<file path="src/core/wdog_pkg.sv">
// package: register map, field positions, timing and bus payload types of the watchdog
package wdog_pkg;
  // ----------------------------------------
  // register byte addresses
  // ----------------------------------------
  localparam logic [31:0] ADDR_TIMEOUT_LOAD = 32'hFFFF_0360;
  localparam logic [31:0] ADDR_COUNT_VALUE = 32'hFFFF_0364;
  localparam logic [31:0] ADDR_WATCHDOG_CONTROL = 32'hFFFF_0368;
  localparam logic [31:0] ADDR_SERVICE_CLEAR = 32'hFFFF_036C;
  // ----------------------------------------
  // reset values
  // ----------------------------------------
  localparam logic [15:0] RST_TIMEOUT_LOAD = 16'h0000;
  localparam logic [15:0] RST_COUNT_VALUE = 16'hFFFF;
  localparam logic [15:0] RST_WATCHDOG_CONTROL = 16'h0000;
  localparam logic [7:0] RST_SERVICE_CLEAR = 8'h00;
  // ----------------------------------------
  // control field positions
  // ----------------------------------------
  localparam int CTL_COUNT_UP = 8;
  localparam int CTL_ENABLE = 7;
  localparam int CTL_PERIODIC = 6;
  localparam int CTL_WDOG_MODE = 5;
  localparam int CTL_SECURE = 4;
  localparam int CTL_PRE_HI = 3;
  localparam int CTL_PRE_LO = 2;
  localparam int CTL_IRQ_OPT = 1;
  // writable control bits; 15:9 and 0 are reserved and read as zero
  localparam logic [15:0] CTL_WRITE_MASK = 16'h01FE;
  // ----------------------------------------
  // prescaler codes and counts
  // ----------------------------------------
  localparam logic [1:0] PRE_DIV1 = 2'b00;
  localparam logic [1:0] PRE_DIV16 = 2'b01;
  localparam logic [1:0] PRE_DIV256 = 2'b10;
  localparam logic [7:0] PRE16_LAST = 8'h0F;
  localparam logic [7:0] PRE256_LAST = 8'hFF;
  // ----------------------------------------
  // timing: 32 kHz source derived from the 40 MHz reference
  // ----------------------------------------
  localparam int REF_CLK_HZ = 40_000_000;
  localparam int SRC_CLK_HZ = 32_768;
  localparam int SRC_DIV_CYCLES = REF_CLK_HZ / SRC_CLK_HZ;
  localparam logic [10:0] SRC_DIV_LAST = 11'(SRC_DIV_CYCLES - 1);
  // ----------------------------------------
  // secure clear sequence generator
  // ----------------------------------------
  localparam logic [7:0] LFSR_TAPS = 8'h63;
  localparam logic [7:0] LFSR_ZERO = 8'h00;
  // ----------------------------------------
  // bus payloads
  // ----------------------------------------
  localparam logic [1:0] RESP_OKAY = 2'b00;
  localparam logic [1:0] RESP_SLVERR = 2'b10;
  typedef struct packed {
    logic [31:0] addr;
    logic [2:0] prot;
  } axi_addr_t;
  typedef struct packed {
    logic [31:0] data;
    logic [3:0] strb;
  } axi_wdata_t;
  typedef struct packed {
    logic [31:0] data;
    logic [1:0] resp;
  } axi_rdata_t;
endpackage : wdog_pkg

</file>
<file path="src/core/wdog_top.sv">
// module: watchdog timer with secure clear, AXI4-Lite register slave
//
// Behaviour
// - control bit 5 set enters watchdog mode; clear (default) is normal mode.
// - watchdog mode counts down from the load value to zero.
// - watchdog counter is clocked by the 32 kHz source through the prescaler.
// - at zero, reset request if control bit 1 clear, else interrupt.
// - watchdog mode without secure clear: any clear write reloads the counter.
// - in watchdog mode load and control writes are ignored until reset.
// - counter is 16 bits; the value register reads the present count.
// - in normal mode control bit 8 set counts up, clear counts down.
// - control bit 7 enables counting in normal mode; disabled after reset.
// - in normal mode control bit 6 selects periodic reload, clear selects free running.
// - control bit 4 enables secure clear, effective only in watchdog mode.
// - bits 3:2 pick divide 1, 16 or 256; code 11 acts as 00.
// - normal mode uses the same 32 kHz source and prescaler.
// - normal mode: any clear write drops the pending timer interrupt.
// - secure values come from an 8-bit LFSR, x^8+x^6+x^5+x+1.
// - clear write before watchdog mode seeds the LFSR as first expected value.
// - matching secure write reloads the counter and steps the LFSR.
// - mismatching secure write requests a reset at once.
// - a zero seed makes every secure clear write mismatch and request a reset.
// - the LFSR state is never readable through any register.
//
// The implementer's own choice: the AXI4-Lite register port.
module wdog_top (
  input wire logic REF_CLK_I,                    // 40 MHz reference clock
  input wire logic RESET_I,                      // synchronous reset, active high
  input wire logic AWVALID_I,                    // write address valid
  output logic AWREADY_O,                        // write address ready
  input wire wdog_pkg::axi_addr_t AW_I,          // write address payload
  input wire logic WVALID_I,                     // write data valid
  output logic WREADY_O,                         // write data ready
  input wire wdog_pkg::axi_wdata_t W_I,          // write data payload
  output logic BVALID_O,                         // write response valid
  input wire logic BREADY_I,                     // write response ready
  output logic [1:0] BRESP_O,                    // write response code
  input wire logic ARVALID_I,                    // read address valid
  output logic ARREADY_O,                        // read address ready
  input wire wdog_pkg::axi_addr_t AR_I,          // read address payload
  output logic RVALID_O,                         // read data valid
  input wire logic RREADY_I,                     // read data ready
  output wdog_pkg::axi_rdata_t R_O,              // read data payload
  output logic WDOG_RESET_O,                     // reset request pulse
  output logic TIMER_IRQ_O                       // pending timer interrupt
);
  // ----------------------------------------
  // state
  // ----------------------------------------
  logic [15:0] timeout_load;
  logic [15:0] watchdog_control;
  logic [15:0] count_value;
  logic [7:0] lfsr;
  logic [7:0] lfsr_next;
  logic tick;
  logic aw_full;
  logic w_full;
  logic [31:0] wr_addr;
  logic [31:0] wr_data;
  logic [3:0] wr_strb;
  logic wr_fire;
  logic wr_hit;
  logic rd_hit;
  logic [31:0] rd_word;

  // decoded control
  logic wd_mode;
  logic run;
  logic count_down;
  logic periodic;
  logic irq_opt;
  logic secure;
  logic at_end;
  logic expire;

  // register write strobes
  logic load_wr;
  logic ctrl_wr;
  logic clear_wr;
  logic enter_wd;
  logic seed_wr;
  logic secure_match;
  logic secure_fail;
  logic service_reload;
  logic next_reset_req;
  logic [15:0] ctrl_merged;

  // derived events
  logic [15:0] end_value;
  logic service_step;
  logic wd_timeout;
  logic irq_set;

  // ----------------------------------------
  // helpers
  // ----------------------------------------
  // byte-lane merge of a 16-bit register with write strobes
  function automatic logic [15:0] merge16(input logic [15:0] old_v, input logic [31:0] data,
                                          input logic [3:0] strb);
    logic [15:0] r;
    r = old_v;
    if (strb[0]) begin
      r[7:0] = data[7:0];
    end
    if (strb[1]) begin
      r[15:8] = data[15:8];
    end
    return r;
  endfunction : merge16

  // ----------------------------------------
  // submodules
  // ----------------------------------------
  // same source and prescaler serve both modes
  wdog_tick_divider u_tick (
    .clk_i(REF_CLK_I),
    .reset_i(RESET_I),
    .sel_i(watchdog_control[wdog_pkg::CTL_PRE_HI:wdog_pkg::CTL_PRE_LO]),
    .tick_o(tick)
  );

  // next expected value stands ready for the step on an accepted service
  wdog_lfsr_step u_lfsr (
    .state_i(lfsr),
    .next_o(lfsr_next)
  );

  // ----------------------------------------
  // write channel
  // ----------------------------------------
  // address and data are taken independently, in either order
  always_ff @(posedge REF_CLK_I) begin
    if (RESET_I) begin
      aw_full <= 1'b0;
      wr_addr <= 32'h0000_0000;
      AWREADY_O <= 1'b1;
    end else if (AWVALID_I && AWREADY_O) begin
      aw_full <= 1'b1;
      wr_addr <= AW_I.addr;
      AWREADY_O <= 1'b0;
    end else if (BVALID_O && BREADY_I) begin
      aw_full <= 1'b0;
      AWREADY_O <= 1'b1;
    end else if (wr_fire) begin
      aw_full <= 1'b0;
    end
  end

  always_ff @(posedge REF_CLK_I) begin
    if (RESET_I) begin
      w_full <= 1'b0;
      wr_data <= 32'h0000_0000;
      wr_strb <= 4'h0;
      WREADY_O <= 1'b1;
    end else if (WVALID_I && WREADY_O) begin
      w_full <= 1'b1;
      wr_data <= W_I.data;
      wr_strb <= W_I.strb;
      WREADY_O <= 1'b0;
    end else if (BVALID_O && BREADY_I) begin
      w_full <= 1'b0;
      WREADY_O <= 1'b1;
    end else if (wr_fire) begin
      w_full <= 1'b0;
    end
  end

  // the write acts in the cycle both halves are held
  assign wr_fire = aw_full && w_full && !BVALID_O;
  // every mapped offset answers OKAY, even where the write is dropped
  assign wr_hit = (wr_addr == wdog_pkg::ADDR_TIMEOUT_LOAD) ||
                  (wr_addr == wdog_pkg::ADDR_COUNT_VALUE) ||
                  (wr_addr == wdog_pkg::ADDR_WATCHDOG_CONTROL) ||
                  (wr_addr == wdog_pkg::ADDR_SERVICE_CLEAR);

  // response; writes to the read-only value register are dropped but answered
  always_ff @(posedge REF_CLK_I) begin
    if (RESET_I) begin
      BVALID_O <= 1'b0;
      BRESP_O <= wdog_pkg::RESP_OKAY;
    end else if (wr_fire) begin
      BVALID_O <= 1'b1;
      BRESP_O <= wr_hit ? wdog_pkg::RESP_OKAY : wdog_pkg::RESP_SLVERR;
    end else if (BREADY_I) begin
      BVALID_O <= 1'b0;
    end
  end

  // ----------------------------------------
  // read channel
  // ----------------------------------------
  // expected secure value is deliberately absent from every read word
  always_comb begin
    rd_hit = 1'b1;
    unique case (AR_I.addr)
      wdog_pkg::ADDR_TIMEOUT_LOAD: rd_word = {16'h0000, timeout_load};
      wdog_pkg::ADDR_COUNT_VALUE: rd_word = {16'h0000, count_value};
      wdog_pkg::ADDR_WATCHDOG_CONTROL: rd_word = {16'h0000, watchdog_control};
      wdog_pkg::ADDR_SERVICE_CLEAR: rd_word = 32'h0000_0000;
      default: begin
        rd_word = 32'h0000_0000;
        rd_hit = 1'b0;
      end
    endcase
  end

  // one read outstanding; data registered one cycle after the address
  always_ff @(posedge REF_CLK_I) begin
    if (RESET_I) begin
      ARREADY_O <= 1'b1;
      RVALID_O <= 1'b0;
      R_O <= '0;
    end else if (ARVALID_I && ARREADY_O) begin
      ARREADY_O <= 1'b0;
      RVALID_O <= 1'b1;
      R_O.data <= rd_word;
      R_O.resp <= rd_hit ? wdog_pkg::RESP_OKAY : wdog_pkg::RESP_SLVERR;
    end else if (RVALID_O && RREADY_I) begin
      ARREADY_O <= 1'b1;
      RVALID_O <= 1'b0;
    end
  end

  // ----------------------------------------
  // control decode
  // ----------------------------------------
  assign wd_mode = watchdog_control[wdog_pkg::CTL_WDOG_MODE];
  // watchdog always runs downward; normal mode obeys enable and direction
  assign run = wd_mode || watchdog_control[wdog_pkg::CTL_ENABLE];
  assign count_down = wd_mode || !watchdog_control[wdog_pkg::CTL_COUNT_UP];
  assign periodic = watchdog_control[wdog_pkg::CTL_PERIODIC];
  assign irq_opt = watchdog_control[wdog_pkg::CTL_IRQ_OPT];
  assign secure = wd_mode && watchdog_control[wdog_pkg::CTL_SECURE];
  // free running wraps from one end of the range to the other
  assign end_value = count_down ? 16'h0000 : 16'hFFFF;
  assign at_end = (count_value == end_value);
  assign expire = tick && run && at_end;

  // write decode; protected registers go quiet once watchdog mode is on
  assign load_wr = wr_fire && !wd_mode && (wr_addr == wdog_pkg::ADDR_TIMEOUT_LOAD);
  assign ctrl_wr = wr_fire && !wd_mode && (wr_addr == wdog_pkg::ADDR_WATCHDOG_CONTROL);
  assign clear_wr = wr_fire && wr_strb[0] && (wr_addr == wdog_pkg::ADDR_SERVICE_CLEAR);
  assign ctrl_merged = merge16(watchdog_control, wr_data, wr_strb) & wdog_pkg::CTL_WRITE_MASK;
  assign enter_wd = ctrl_wr && ctrl_merged[wdog_pkg::CTL_WDOG_MODE];

  // service check; an all-zero expected value can never be matched
  assign seed_wr = clear_wr && !wd_mode;
  assign secure_match = (wr_data[7:0] == lfsr) && (lfsr != wdog_pkg::LFSR_ZERO);
  assign secure_fail = clear_wr && secure && !secure_match;
  assign service_reload = clear_wr && wd_mode && (!secure || secure_match);
  assign service_step = clear_wr && secure && secure_match;

  // ----------------------------------------
  // registers written by software
  // ----------------------------------------
  // load value is taken as the timeout on entry, so it must be set first
  always_ff @(posedge REF_CLK_I) begin
    if (RESET_I) begin
      timeout_load <= wdog_pkg::RST_TIMEOUT_LOAD;
    end else if (load_wr) begin
      timeout_load <= merge16(timeout_load, wr_data, wr_strb);
    end
  end

  // only a system reset can leave watchdog mode
  always_ff @(posedge REF_CLK_I) begin
    if (RESET_I) begin
      watchdog_control <= wdog_pkg::RST_WATCHDOG_CONTROL;
    end else if (ctrl_wr) begin
      watchdog_control <= ctrl_merged;
    end
  end

  // ----------------------------------------
  // counter
  // ----------------------------------------
  // service and entry reload beat a tick in the same cycle
  always_ff @(posedge REF_CLK_I) begin
    if (RESET_I) begin
      count_value <= wdog_pkg::RST_COUNT_VALUE;
    end else if (enter_wd || service_reload) begin
      count_value <= timeout_load;
    end else if (tick && run) begin
      if (at_end) begin
        if (wd_mode || periodic) begin
          count_value <= timeout_load;
        end else begin
          count_value <= ~end_value;
        end
      end else if (count_down) begin
        count_value <= count_value - 16'h0001;
      end else begin
        count_value <= count_value + 16'h0001;
      end
    end
  end

  // ----------------------------------------
  // secure clear sequence
  // ----------------------------------------
  // seed before entry, step only on an accepted service
  always_ff @(posedge REF_CLK_I) begin
    if (RESET_I) begin
      lfsr <= wdog_pkg::RST_SERVICE_CLEAR;
    end else if (seed_wr) begin
      lfsr <= wr_data[7:0];
    end else if (service_step) begin
      lfsr <= lfsr_next;
    end
  end

  // ----------------------------------------
  // outputs to the system
  // ----------------------------------------
  // interrupt flag: a new expiry in the clearing cycle stays pending
  always_ff @(posedge REF_CLK_I) begin
    if (RESET_I) begin
      TIMER_IRQ_O <= 1'b0;
    end else if (irq_set) begin
      TIMER_IRQ_O <= 1'b1;
    end else if (clear_wr) begin
      TIMER_IRQ_O <= 1'b0;
    end
  end

  // expiry gives either a reset request or an interrupt, never both
  assign wd_timeout = expire && wd_mode && !irq_opt;
  assign irq_set = expire && (!wd_mode || irq_opt);

  // reset request is registered, so it lands one cycle after the cause
  assign next_reset_req = wd_timeout || secure_fail;

  always_ff @(posedge REF_CLK_I) begin
    if (RESET_I) begin
      WDOG_RESET_O <= 1'b0;
    end else begin
      WDOG_RESET_O <= next_reset_req;
    end
  end
endmodule : wdog_top

</file>
<file path="src/core/wdog_tick_divider.sv">
// module: 32 kHz source enable and selectable 1/16/256 prescale enable
module wdog_tick_divider (
  input wire logic clk_i,         // reference clock
  input wire logic reset_i,       // synchronous reset, active high
  input wire logic [1:0] sel_i,   // prescale code
  output logic tick_o             // one-cycle counter enable
);
  logic [10:0] src_cnt;
  logic src_tick;
  logic [7:0] pre_cnt;

  // base divider makes the 32 kHz source as a one-cycle enable
  always_ff @(posedge clk_i) begin
    if (reset_i) begin
      src_cnt <= 11'h000;
      src_tick <= 1'b0;
    end else begin
      src_tick <= (src_cnt == wdog_pkg::SRC_DIV_LAST);
      if (src_cnt == wdog_pkg::SRC_DIV_LAST) begin
        src_cnt <= 11'h000;
      end else begin
        src_cnt <= src_cnt + 11'h001;
      end
    end
  end

  // prescale counter runs free so a code change needs no restart
  always_ff @(posedge clk_i) begin
    if (reset_i) begin
      pre_cnt <= 8'h00;
    end else if (src_tick) begin
      pre_cnt <= pre_cnt + 8'h01;
    end
  end

  // code 11 falls into the divide-by-one branch
  always_comb begin
    unique case (sel_i)
      wdog_pkg::PRE_DIV16: tick_o = src_tick && (pre_cnt[3:0] == wdog_pkg::PRE16_LAST[3:0]);
      wdog_pkg::PRE_DIV256: tick_o = src_tick && (pre_cnt == wdog_pkg::PRE256_LAST);
      default: tick_o = src_tick;
    endcase
  end
endmodule : wdog_tick_divider

</file>
<file path="src/core/wdog_lfsr_step.sv">
// module: one step of the 8-bit service sequence generator
module wdog_lfsr_step (
  input wire logic [7:0] state_i,  // present expected value
  output logic [7:0] next_o        // following expected value
);
  // shift left, fold taps in when the top bit falls out
  always_comb begin
    next_o = {state_i[6:0], 1'b0} ^ (state_i[7] ? wdog_pkg::LFSR_TAPS : 8'h00);
  end
endmodule : wdog_lfsr_step

</file>
<file path="config.mk">
export PLATFORM = sky130hd
export DESIGN_NAME = wdog_top
export DESIGN_NICKNAME = d
export VERILOG_FILES = /design/src/core/wdog_pkg.sv /design/src/core/wdog_top.sv /design/src/core/wdog_tick_divider.sv /design/src/core/wdog_lfsr_step.sv
export SDC_FILE = /design/constraint.sdc
export NUM_CORES = 1
export LEC_CHECK = 0
export BUFFER_PORTS_ARGS = -buffer_cell sky130_fd_sc_hd__buf_2
export CAP_MARGIN = 20
export CORE_ASPECT_RATIO = 1.1
export CORE_MARGIN = 5
export CORE_UTILIZATION = 50
export CTS_BUF_LIST = sky130_fd_sc_hd__clkbuf_16
export CTS_CLUSTER_SIZE = 25
export DETAILED_ROUTE_END_ITERATION = 12
export GPL_TIMING_DRIVEN = 1
export PLACE_DENSITY = 0.74
export SYNTH_ARGS = -nofsm -noshare
export SYNTH_HDL_FRONTEND = slang
export SYNTH_SLANG_ARGS = --single-unit
</file>
<file path="constraint.sdc">
create_clock -name REF_CLK_I -period 4.7 [get_ports REF_CLK_I]
set_input_delay 0.47 -clock REF_CLK_I [delete_from_list [all_inputs] [get_ports REF_CLK_I]]
set_output_delay 0.47 -clock REF_CLK_I [all_outputs]
set_load 0.02 [all_outputs]
</file>
Yosys cells after proc, flatten, opt, wreduce, memory -nomap -nowiden
Cells that the tools add are included.
- add/subtract/negate cells: 4
- eq/ne operators: 15
- muxes and demuxes: 30
- bitwise operators: 2
- reductions and logical operators: 60
- operators with widths (cell ; number):
    32-bit == test, second input constant ; 8
    16-bit 2-to-1 mux ; 6
    16-bit case mux with 3 select lines ; 1
    1-bit logical AND ; 28
    16-bit by 1-bit adder with 16-bit output, second input constant ; 1
    16-bit == test ; 1
    1-bit 2-to-1 mux ; 16
    8-bit 2-to-1 mux ; 2
    16-bit NOT ; 1
    16-bit by 1-bit subtractor with 16-bit output, second input constant ; 1
    2-bit nonzero test ; 7
    11-bit by 1-bit adder with 11-bit output, second input constant ; 1
    11-bit == test, second input constant ; 1
    1-bit logical OR ; 10
    8-bit by 1-bit adder with 8-bit output, second input constant ; 1
    8-bit == test ; 1
    8-bit == test, second input constant ; 1
    2-bit AND reduction ; 4
    8-bit nonzero test ; 1
    8-bit XOR ; 1
    7-bit 2-to-1 mux ; 1
    1-bit logical NOT ; 6
    6-bit 2-to-1 mux ; 1
    3-bit nonzero test ; 2
    7 further kinds ; 8
- register bits: 163
- input bits: 113
- logic and storage cells: 136

Longest topological paths before layout
Gate-level depths: netlist (run 1).
- depth after elaboration: 8
- depth in mapped cells: 11

Hierarchy
From an unflattened synthesis (run 1), not the netlist that was laid out.
- cell total of the unflattened synthesis: 916
- area total of the unflattened synthesis: 7388.3 µm²
- modules (own cells, without submodules) (module ; times used ; cells an instance ; area each (µm²) ; sequential area each (µm²)):
    wdog_top ; 1 ; 813 ; 6439.9 ; 2502.4
    wdog_tick_divider ; 1 ; 95 ; 884.6 ; 400.4
    wdog_lfsr_step ; 1 ; 8 ; 63.8 ; 0.0

Worst setup path before layout (run 1)
Ideal clock, no wire load.
- path type: reg-to-reg
- from: register watchdog_control[5]
- to: register count_value[2]
- library setup time: 120 ps
- arrival: 2781 ps
- required time: 4580 ps
- path slack: 1799 ps
- stages on the path, launching flop included: 11
- path buffers: 2
- period minus slack after synthesis: 2901 ps
- path through: dfxtp_1 buf_2 nand2b_1 ha_1 nand3_1 or3_1 or3_1 clkbuf_1 a211oi_1 nor3_1 a211o_1
- longest elaborated chain between the ends: 7
- RTL lines (element ; RTL line ; text):
    from (decl) ; wdog_top.sv:51 ; logic [15:0] watchdog_control;
    from (signal assigned) ; wdog_top.sv:268 ; watchdog_control <= wdog_pkg::RST_WATCHDOG_CONTROL;
    from (signal assigned) ; wdog_top.sv:270 ; watchdog_control <= ctrl_merged;
    branches (longest 7 deep; another with 16-bit 2-to-1 mux) ; - ;
    to (signal assigned) ; wdog_top.sv:280 ; count_value <= wdog_pkg::RST_COUNT_VALUE;
    to (signal assigned) ; wdog_top.sv:282 ; count_value <= timeout_load;
    to (signal assigned) ; wdog_top.sv:286 ; count_value <= timeout_load;
    to (decl) ; wdog_top.sv:52 ; logic [15:0] count_value;
Parallel ways; which one is timed is not known. The select of a mux whose other input is x is not followed.
A chain may end at the register's enable or synchronous reset.

Worst setup path after layout (run 1)
Same ends and word-level chain as after synthesis.

==> flow_summary.toml, run 1 <==
[cells_and_area]
multi_input_area_sq_mm = 0.00402
fillers = 1342
drive_gt1_frac = 0.161
fin_util = 0.586
area_growth_pct = 16.3
final_nets = 1127
ff_latch_area_sq_mm = 0.00290
antenna_cells = 0
layout.cells.non_filler = 1197

[hold_path]
whs_endpoint = "wr_addr[16]"
hold_class = "in2reg"
min_from = "AW_I[19]"
whs_path_depth = 3

[worst_setup_path]
critical_path_class = "reg2reg"
rr_worst_depth = 9
r2r_start = "watchdog_control[5]"
arrival_ps = 3920
cp-start-kind = "flip-flop"
setup.worst_path.end_class = "flip-flop"
r2r-end = "count_value[2]"
critical_path.max_fanout = 17
reg2reg_slack_ps = 1090
required_ps = 5010

[timing]
fin_crit_sh = 0.768
tns_ps = 0
fin_crit_ps = 3610
hold_viol = 0
clock.fmax_mhz = 277
worst_slew_pin_slew_ps = 1090
setup_slack_ps = 1090
finalSetupViolCount = 0
rsz0062_at_grt = "no"
drv_slew = 0
clock_skew_ps = 6.30
slew_headroom = 0.270

[cts]
clk_latency_ps = 420
clockRootBuffer = "clkbuf_16"
cts.sinks = 145
post_cts_resized = 0
cts_buffer_depth = 2
ctsHoldBuffers = 0
cts_buffers = 17
clkTransAtPathRegs_ps = 60
postCtsSetupBuffers = 0
cts_tree = "done"
cts_max_level = 4

[floorplanning]
die_area_sq_mm = 0.0170
start_util = 0.504
die_w_microns = 125
core_area_sq_mm = 0.0143
rows = 46
io_pins = 156
fp.dieH_microns = 136

[logic_synthesis]
synth_edf_count = 0
synthCells = 908
ys_ff_latch = 145
ys.flop_type = "dfxtp_1"
syn_area_per_cell_sq_um = 7.96
synth_top_area_frac = 0.402
post-synth-top-area-cell = "dfxtp_1"
syn_area_sq_mm = 0.00722
synth.distinct_cells = 65
ys_seq_area_frac = 0.402
yosys-top-cells-area = "dfxtp_1, nand2_1, a21oi_1"
ys_warn_count = 0
async_reset_ff_frac = 0

[global_route]
grt_max_degree = 66
track_usage = 0.212
grt_pass1_vias = 6089
antenna_found_initial = 0
gr-total-overflow = 0
grt_pass1_wl_mm = 29.8

[place]
port_buffers = 113
dp.cells = 1167
post-place-ws_ps = 1160
gp_congestion = 0.898
dp_hpwl_mm = 13.0

[route]
drt-total-wl_mm = 18.3
first_pass_iters = 5
wire_per_inst_microns = 15.3
via_per_inst = 5.58
drc = 0
vias = 6685
drtIter0Drc = 650
antenna_left = 0

[power]
vdd_drop_max_mv = 0.226
power.total_mw = 2.75
powerDensity_mw_per_mm2 = 328
leakage_nw = 3.29

[status]
status = "complete, no violations"

[flow_run]
maxCapViolCount = 0
through the flow:
step / hold slack [ps] / instance area (sq um)
6_report: 279 / 8400
5_1_grt: 266 / 8400
4_1_cts: 265 / 8350
3_5_place_dp: 444 / 7800
3_3_place_gp: 438 / 7800
2_1_floorplan: 431 / 7290
synthesized netlist by cell type (all sizes together) (4+ instances only):
cell,number
nand2,187
dfxtp,145
a21oi,108
nor2,62
o21ai,58
clkbuf,42
buf,27
nand3,20
xor2,19
a22oi,17
ha,17
nor3,17
xnor2,17
a22o,15
nand4,15
mux2i,11
a211oi,10
inv,9
or3,9
nor4,8
o211ai,8
a31oi,7
mux2,7
a21o,6
and2,5
nand2b,5
a211o,4
and3,4
nor2b,4
nor3b,4
nor4b,4
o21a,4
o21bai,4
metal layers:
| metal | vias up | part of all wire | global-route usage |
|---|---|---|---|
| met5 | - | 0 | 0 |
| met4 | 0 | 0.020 | 0.0713 |
| met3 | 29 | 0.060 | 0.0460 |
| met2 | 229 | 0.47 | 0.344 |
| met1 | 3075 | 0.45 | 0.282 |
| li1 | 3352 | - | - |
power by group:
part           internal (mW)  switching (mW)  total, mW
registers               1.26          0.0281       1.29
clock network          0.764           0.511       1.28
logic                 0.0741           0.113      0.187
sequential cells by signal (all words and copies together) (netlist names):
| name | flops |
|---|---|
| wr_addr | 32 |
| ARREADY_O | 1 |
| aw_full | 1 |
| count_value | 16 |
| u_tick.src_tick | 1 |
| BVALID_O | 1 |
| u_tick.src_cnt | 11 |
| timeout_load | 16 |
| R_O | 17 |
| w_full | 1 |
| lfsr | 8 |
| WREADY_O | 1 |
| RVALID_O | 1 |
| wr_data | 16 |
| TIMER_IRQ_O | 1 |
| wr_strb | 2 |
| BRESP_O | 1 |
| watchdog_control | 8 |
| AWREADY_O | 1 |
| WDOG_RESET_O | 1 |
| u_tick.pre_cnt | 8 |
area by class of cell:
cell class,instances,area share
clock buffers,17,0.0506
clock inverters,11,0.0141
inverters,9,0.00402
multi-input cells,702,0.478
flip-flops and latches,145,0.345
well taps,192,0.0286
repair buffers,121,0.0795
cell usage in the layout (no fill, tap or decap), types with 5 or more instances in the layout:
| cell | Yosys | final |
|---|---|---|
| a211oi_1 | 10 | 10 |
| a21o_1 | 6 | 6 |
| a21oi_1 | 108 | 108 |
| a22o_1 | 15 | 15 |
| a22oi_1 | 17 | 17 |
| a31oi_1 | 7 | 7 |
| buf_2 | 2 | 112 |
| buf_4 | 20 | 7 |
| clkbuf_16 | 0 | 17 |
| conb_1 | 1 | 18 |
| dfxtp_1 | 145 | 145 |
| ha_1 | 17 | 17 |
| inv_1 | 9 | 9 |
| mux2_1 | 5 | 5 |
| mux2i_1 | 11 | 11 |
| nand2_1 | 187 | 187 |
| nand2b_1 | 5 | 5 |
| nand3_1 | 19 | 19 |
| nand4_1 | 15 | 15 |
| nor2_1 | 62 | 62 |
| nor3_1 | 15 | 15 |
| nor4_1 | 5 | 5 |
| o211ai_1 | 8 | 8 |
| o21ai_0 | 56 | 56 |
| or3_1 | 8 | 8 |
| xnor2_1 | 17 | 17 |
| xor2_1 | 19 | 19 |
worst max-delay path by stage:
| stage | start | cells past startpoint | slack (ps) | end |
|---|---|---|---|---|
| finish | watchdog_control[5] | 9 | 1090 | count_value[2] |
| detailed placement | watchdog_control[5] | 9 | 1160 | count_value[2] |
| global route | watchdog_control[5] | 9 | 930 | count_value[2] |
| CTS | watchdog_control[5] | 9 | 1150 | count_value[2] |
| global placement | watchdog_control[5] | 9 | 1190 | count_value[2] |
| floorplan | watchdog_control[5] | 10 | 1800 | count_value[2] |
critical path, stage by stage, from the launching register on:
cell and delay [ps]:
dfxtp_1 300, buf_4 190, nand2b_1 560, ha_1 620, nand4_1 170, or3_1 400
or3_1 590, a211oi_1 300, nor3_1 70, a211o_1 300
cells by family after synthesis:
family,synth area share
other cells,0.000519
mux,0.0267
buf+inv,0.0513
flops,0.402
fa+ha+maj,0.0322
simple gates,0.235
compound gates,0.209
xor+xnor,0.0436
Power figures use the tool's default switching activity.
==> run 2, diff against run 1 <==
--- a/config.mk
+++ b/config.mk
@@ -14,7 +14,7 @@
 export CTS_CLUSTER_SIZE = 25
 export DETAILED_ROUTE_END_ITERATION = 12
 export GPL_TIMING_DRIVEN = 1
-export PLACE_DENSITY = 0.74
+export PLACE_DENSITY = 0.77
 export SYNTH_ARGS = -nofsm -noshare
 export SYNTH_HDL_FRONTEND = slang
 export SYNTH_SLANG_ARGS = --single-unit
==> constraint.sdc (replaced) <==
create_clock -name REF_CLK_I -period 3.07 [get_ports REF_CLK_I]
set_input_delay 0.307 -clock REF_CLK_I [delete_from_list [all_inputs] [get_ports REF_CLK_I]]
set_output_delay 0.307 -clock REF_CLK_I [all_outputs]
set_load 0.02 [all_outputs]
==> run 2 against run 1 <==
Effect of this change:
- power rose by 55%
- die area unchanged
- non-clock buffer count up 21
- utilization up 1.2 points
- largest cell class unchanged
- largest power group is now clock
==> flow_summary.toml, run 2 (synthesized netlist as in run 1, its figures left out) <==
[status]
status = "complete, no violations"

[cts]
clk_latency_ps = 420
cts.sinks = 145
cts_max_level = 4
cts_tree = "done"
cts_buffers = 17
clkTransAtPathRegs_ps = 60
cts_buffer_depth = 2
clockRootBuffer = "clkbuf_16"
ctsHoldBuffers = 0
postCtsSetupBuffers = 0
post_cts_resized = 0

[worst_setup_path]
cp_cell_sequence = "nand2b_1 > buf_12 > ha_1 > nand3_1 > or3_1 > or3_1 > buf_4 > nor2_1 > nor3_1 > o31ai_1"
r2r-end = "count_value[4]"
critical_path.max_fanout = 17
cpMaxStageDelayCell = "or3_1"
cpLargestDelayFamily = "simple AND/OR/NAND/NOR gates"
setup.worst_path.end_class = "flip-flop"
arrival_ps = 3100
critical_path_class = "reg2reg"
reg2reg_slack_ps = 300
crit_path_frequent_cell = "or3_1"
cp-start-kind = "flip-flop"
crit_buf_inv = 2
required_ps = 3400
cpPeakStageDelay_ps = 450
r2r_start = "watchdog_control[5]"
rr_worst_depth = 10

[timing]
fin_crit_ps = 2770
clock.fmax_mhz = 361
whs_ps = 114
finalSetupViolCount = 0
fin_crit_sh = 0.903
rsz0062_at_grt = "no"
slew_headroom = 0.300
clock_skew_ps = 6.59
hold_viol = 0
worst_slew_pin_slew_ps = 1050
drv_slew = 0
tns_ps = 0
setup_slack_ps = 299

[cells_and_area]
largestRegisters = "wr_addr: 32 flops, R_O: 17 flops"
layout_commonest_cell = "nand2_1"
antenna_cells = 0
largest_register_ffs = 32
layout_common_cells = "nand2_1, dfxtp_1, buf_2, a21oi_1, nor2_1"
regMostFlops = "wr_addr"
drive_gt1_frac = 0.181
final_nets = 1148
area_growth_pct = 18.8
fin_util = 0.599

[global_route]
track_usage = 0.220
grt_pass1_wl_mm = 30.6
grt_pass1_vias = 6251
grt_max_degree = 45
gr-total-overflow = 0
antenna_found_initial = 0

[floorplanning]
rows = 46
io_pins = 156
core_area_sq_mm = 0.0143
fp.dieH_microns = 136
die_w_microns = 125
die_area_sq_mm = 0.0170
start_util = 0.504

[route]
vias = 6736
drtIter0Drc = 559
drc = 0
first_pass_iters = 5
antenna_left = 0
via_per_inst = 5.51
wire_per_inst_microns = 15.3
drt-total-wl_mm = 18.7

[power]
vdd_drop_max_mv = 0.355
power.total_mw = 4.28
powerDensity_mw_per_mm2 = 499
leakage_nw = 3.41

[place]
dp_hpwl_mm = 13.4
port_buffers = 113
gp_congestion = 0.925
post-place-ws_ps = 320

[flow_run]
maxCapViolCount = 0

[hold_path]
whs_path_depth = 3
hold_class = "in2reg"
min_from = "AW_I[22]"
whs_endpoint = "wr_addr[19]"
[run 2: where the power goes]
group	switching [mW]	leakage [nW]	internal, mW
Sequential	0.0433	1.18	1.93
Clock	0.877	0.284	1.14
Combinational	0.175	1.95	0.111
Total	1.09	3.41	3.19
[run 2: layer usage]
metal	vias to the layer above	routed length [microns]	global-route usage
met5	-	0	0
met3	35	1060	0.0515
met2	192	8880	0.356
li1	3385	-	-
met4	0	377	0.0853
met1	3124	8400	0.286
[run 2: worst max-delay path by stage]
stage | start | end | slack, ps | cells after the start
after global placement | watchdog_control[5] | count_value[5] | 380 | 10
after floorplan | watchdog_control[5] | count_value[2] | 170 | 10
after detailed placement | watchdog_control[5] | count_value[4] | 320 | 10
after global routing | watchdog_control[5] | count_value[4] | 100 | 10
final | watchdog_control[5] | count_value[4] | 300 | 10
after CTS | watchdog_control[5] | count_value[4] | 300 | 10
[run 2: layout make-up]
cell class	count	area, sq um
fillers	1291	5750
multi-input cells	702	4020
flip-flops and latches	145	2900
repair buffers	142	818
clock buffers	17	425
well taps	192	240
clock inverters	15	146
inverters	9	33.8
[run 2: metrics by stage]
step / instance area, sq um / instances
6_report: 8580 / 1222
5_1_grt: 8580 / 1222
4_1_cts: 8550 / 1221
3_5_place_dp: 7980 / 1189
3_3_place_gp: 7980 / 1189
2_1_floorplan: 7290 / 925
[run 2: worst reg2reg max path: stages (launching register included)]
cell,delay (ps)
dfxtp_1,300
nand2b_1,170
buf_12,170
ha_1,380
nand3_1,150
or3_1,420
or3_1,450
buf_4,230
nor2_1,110
nor3_1,50
o31ai_1,240
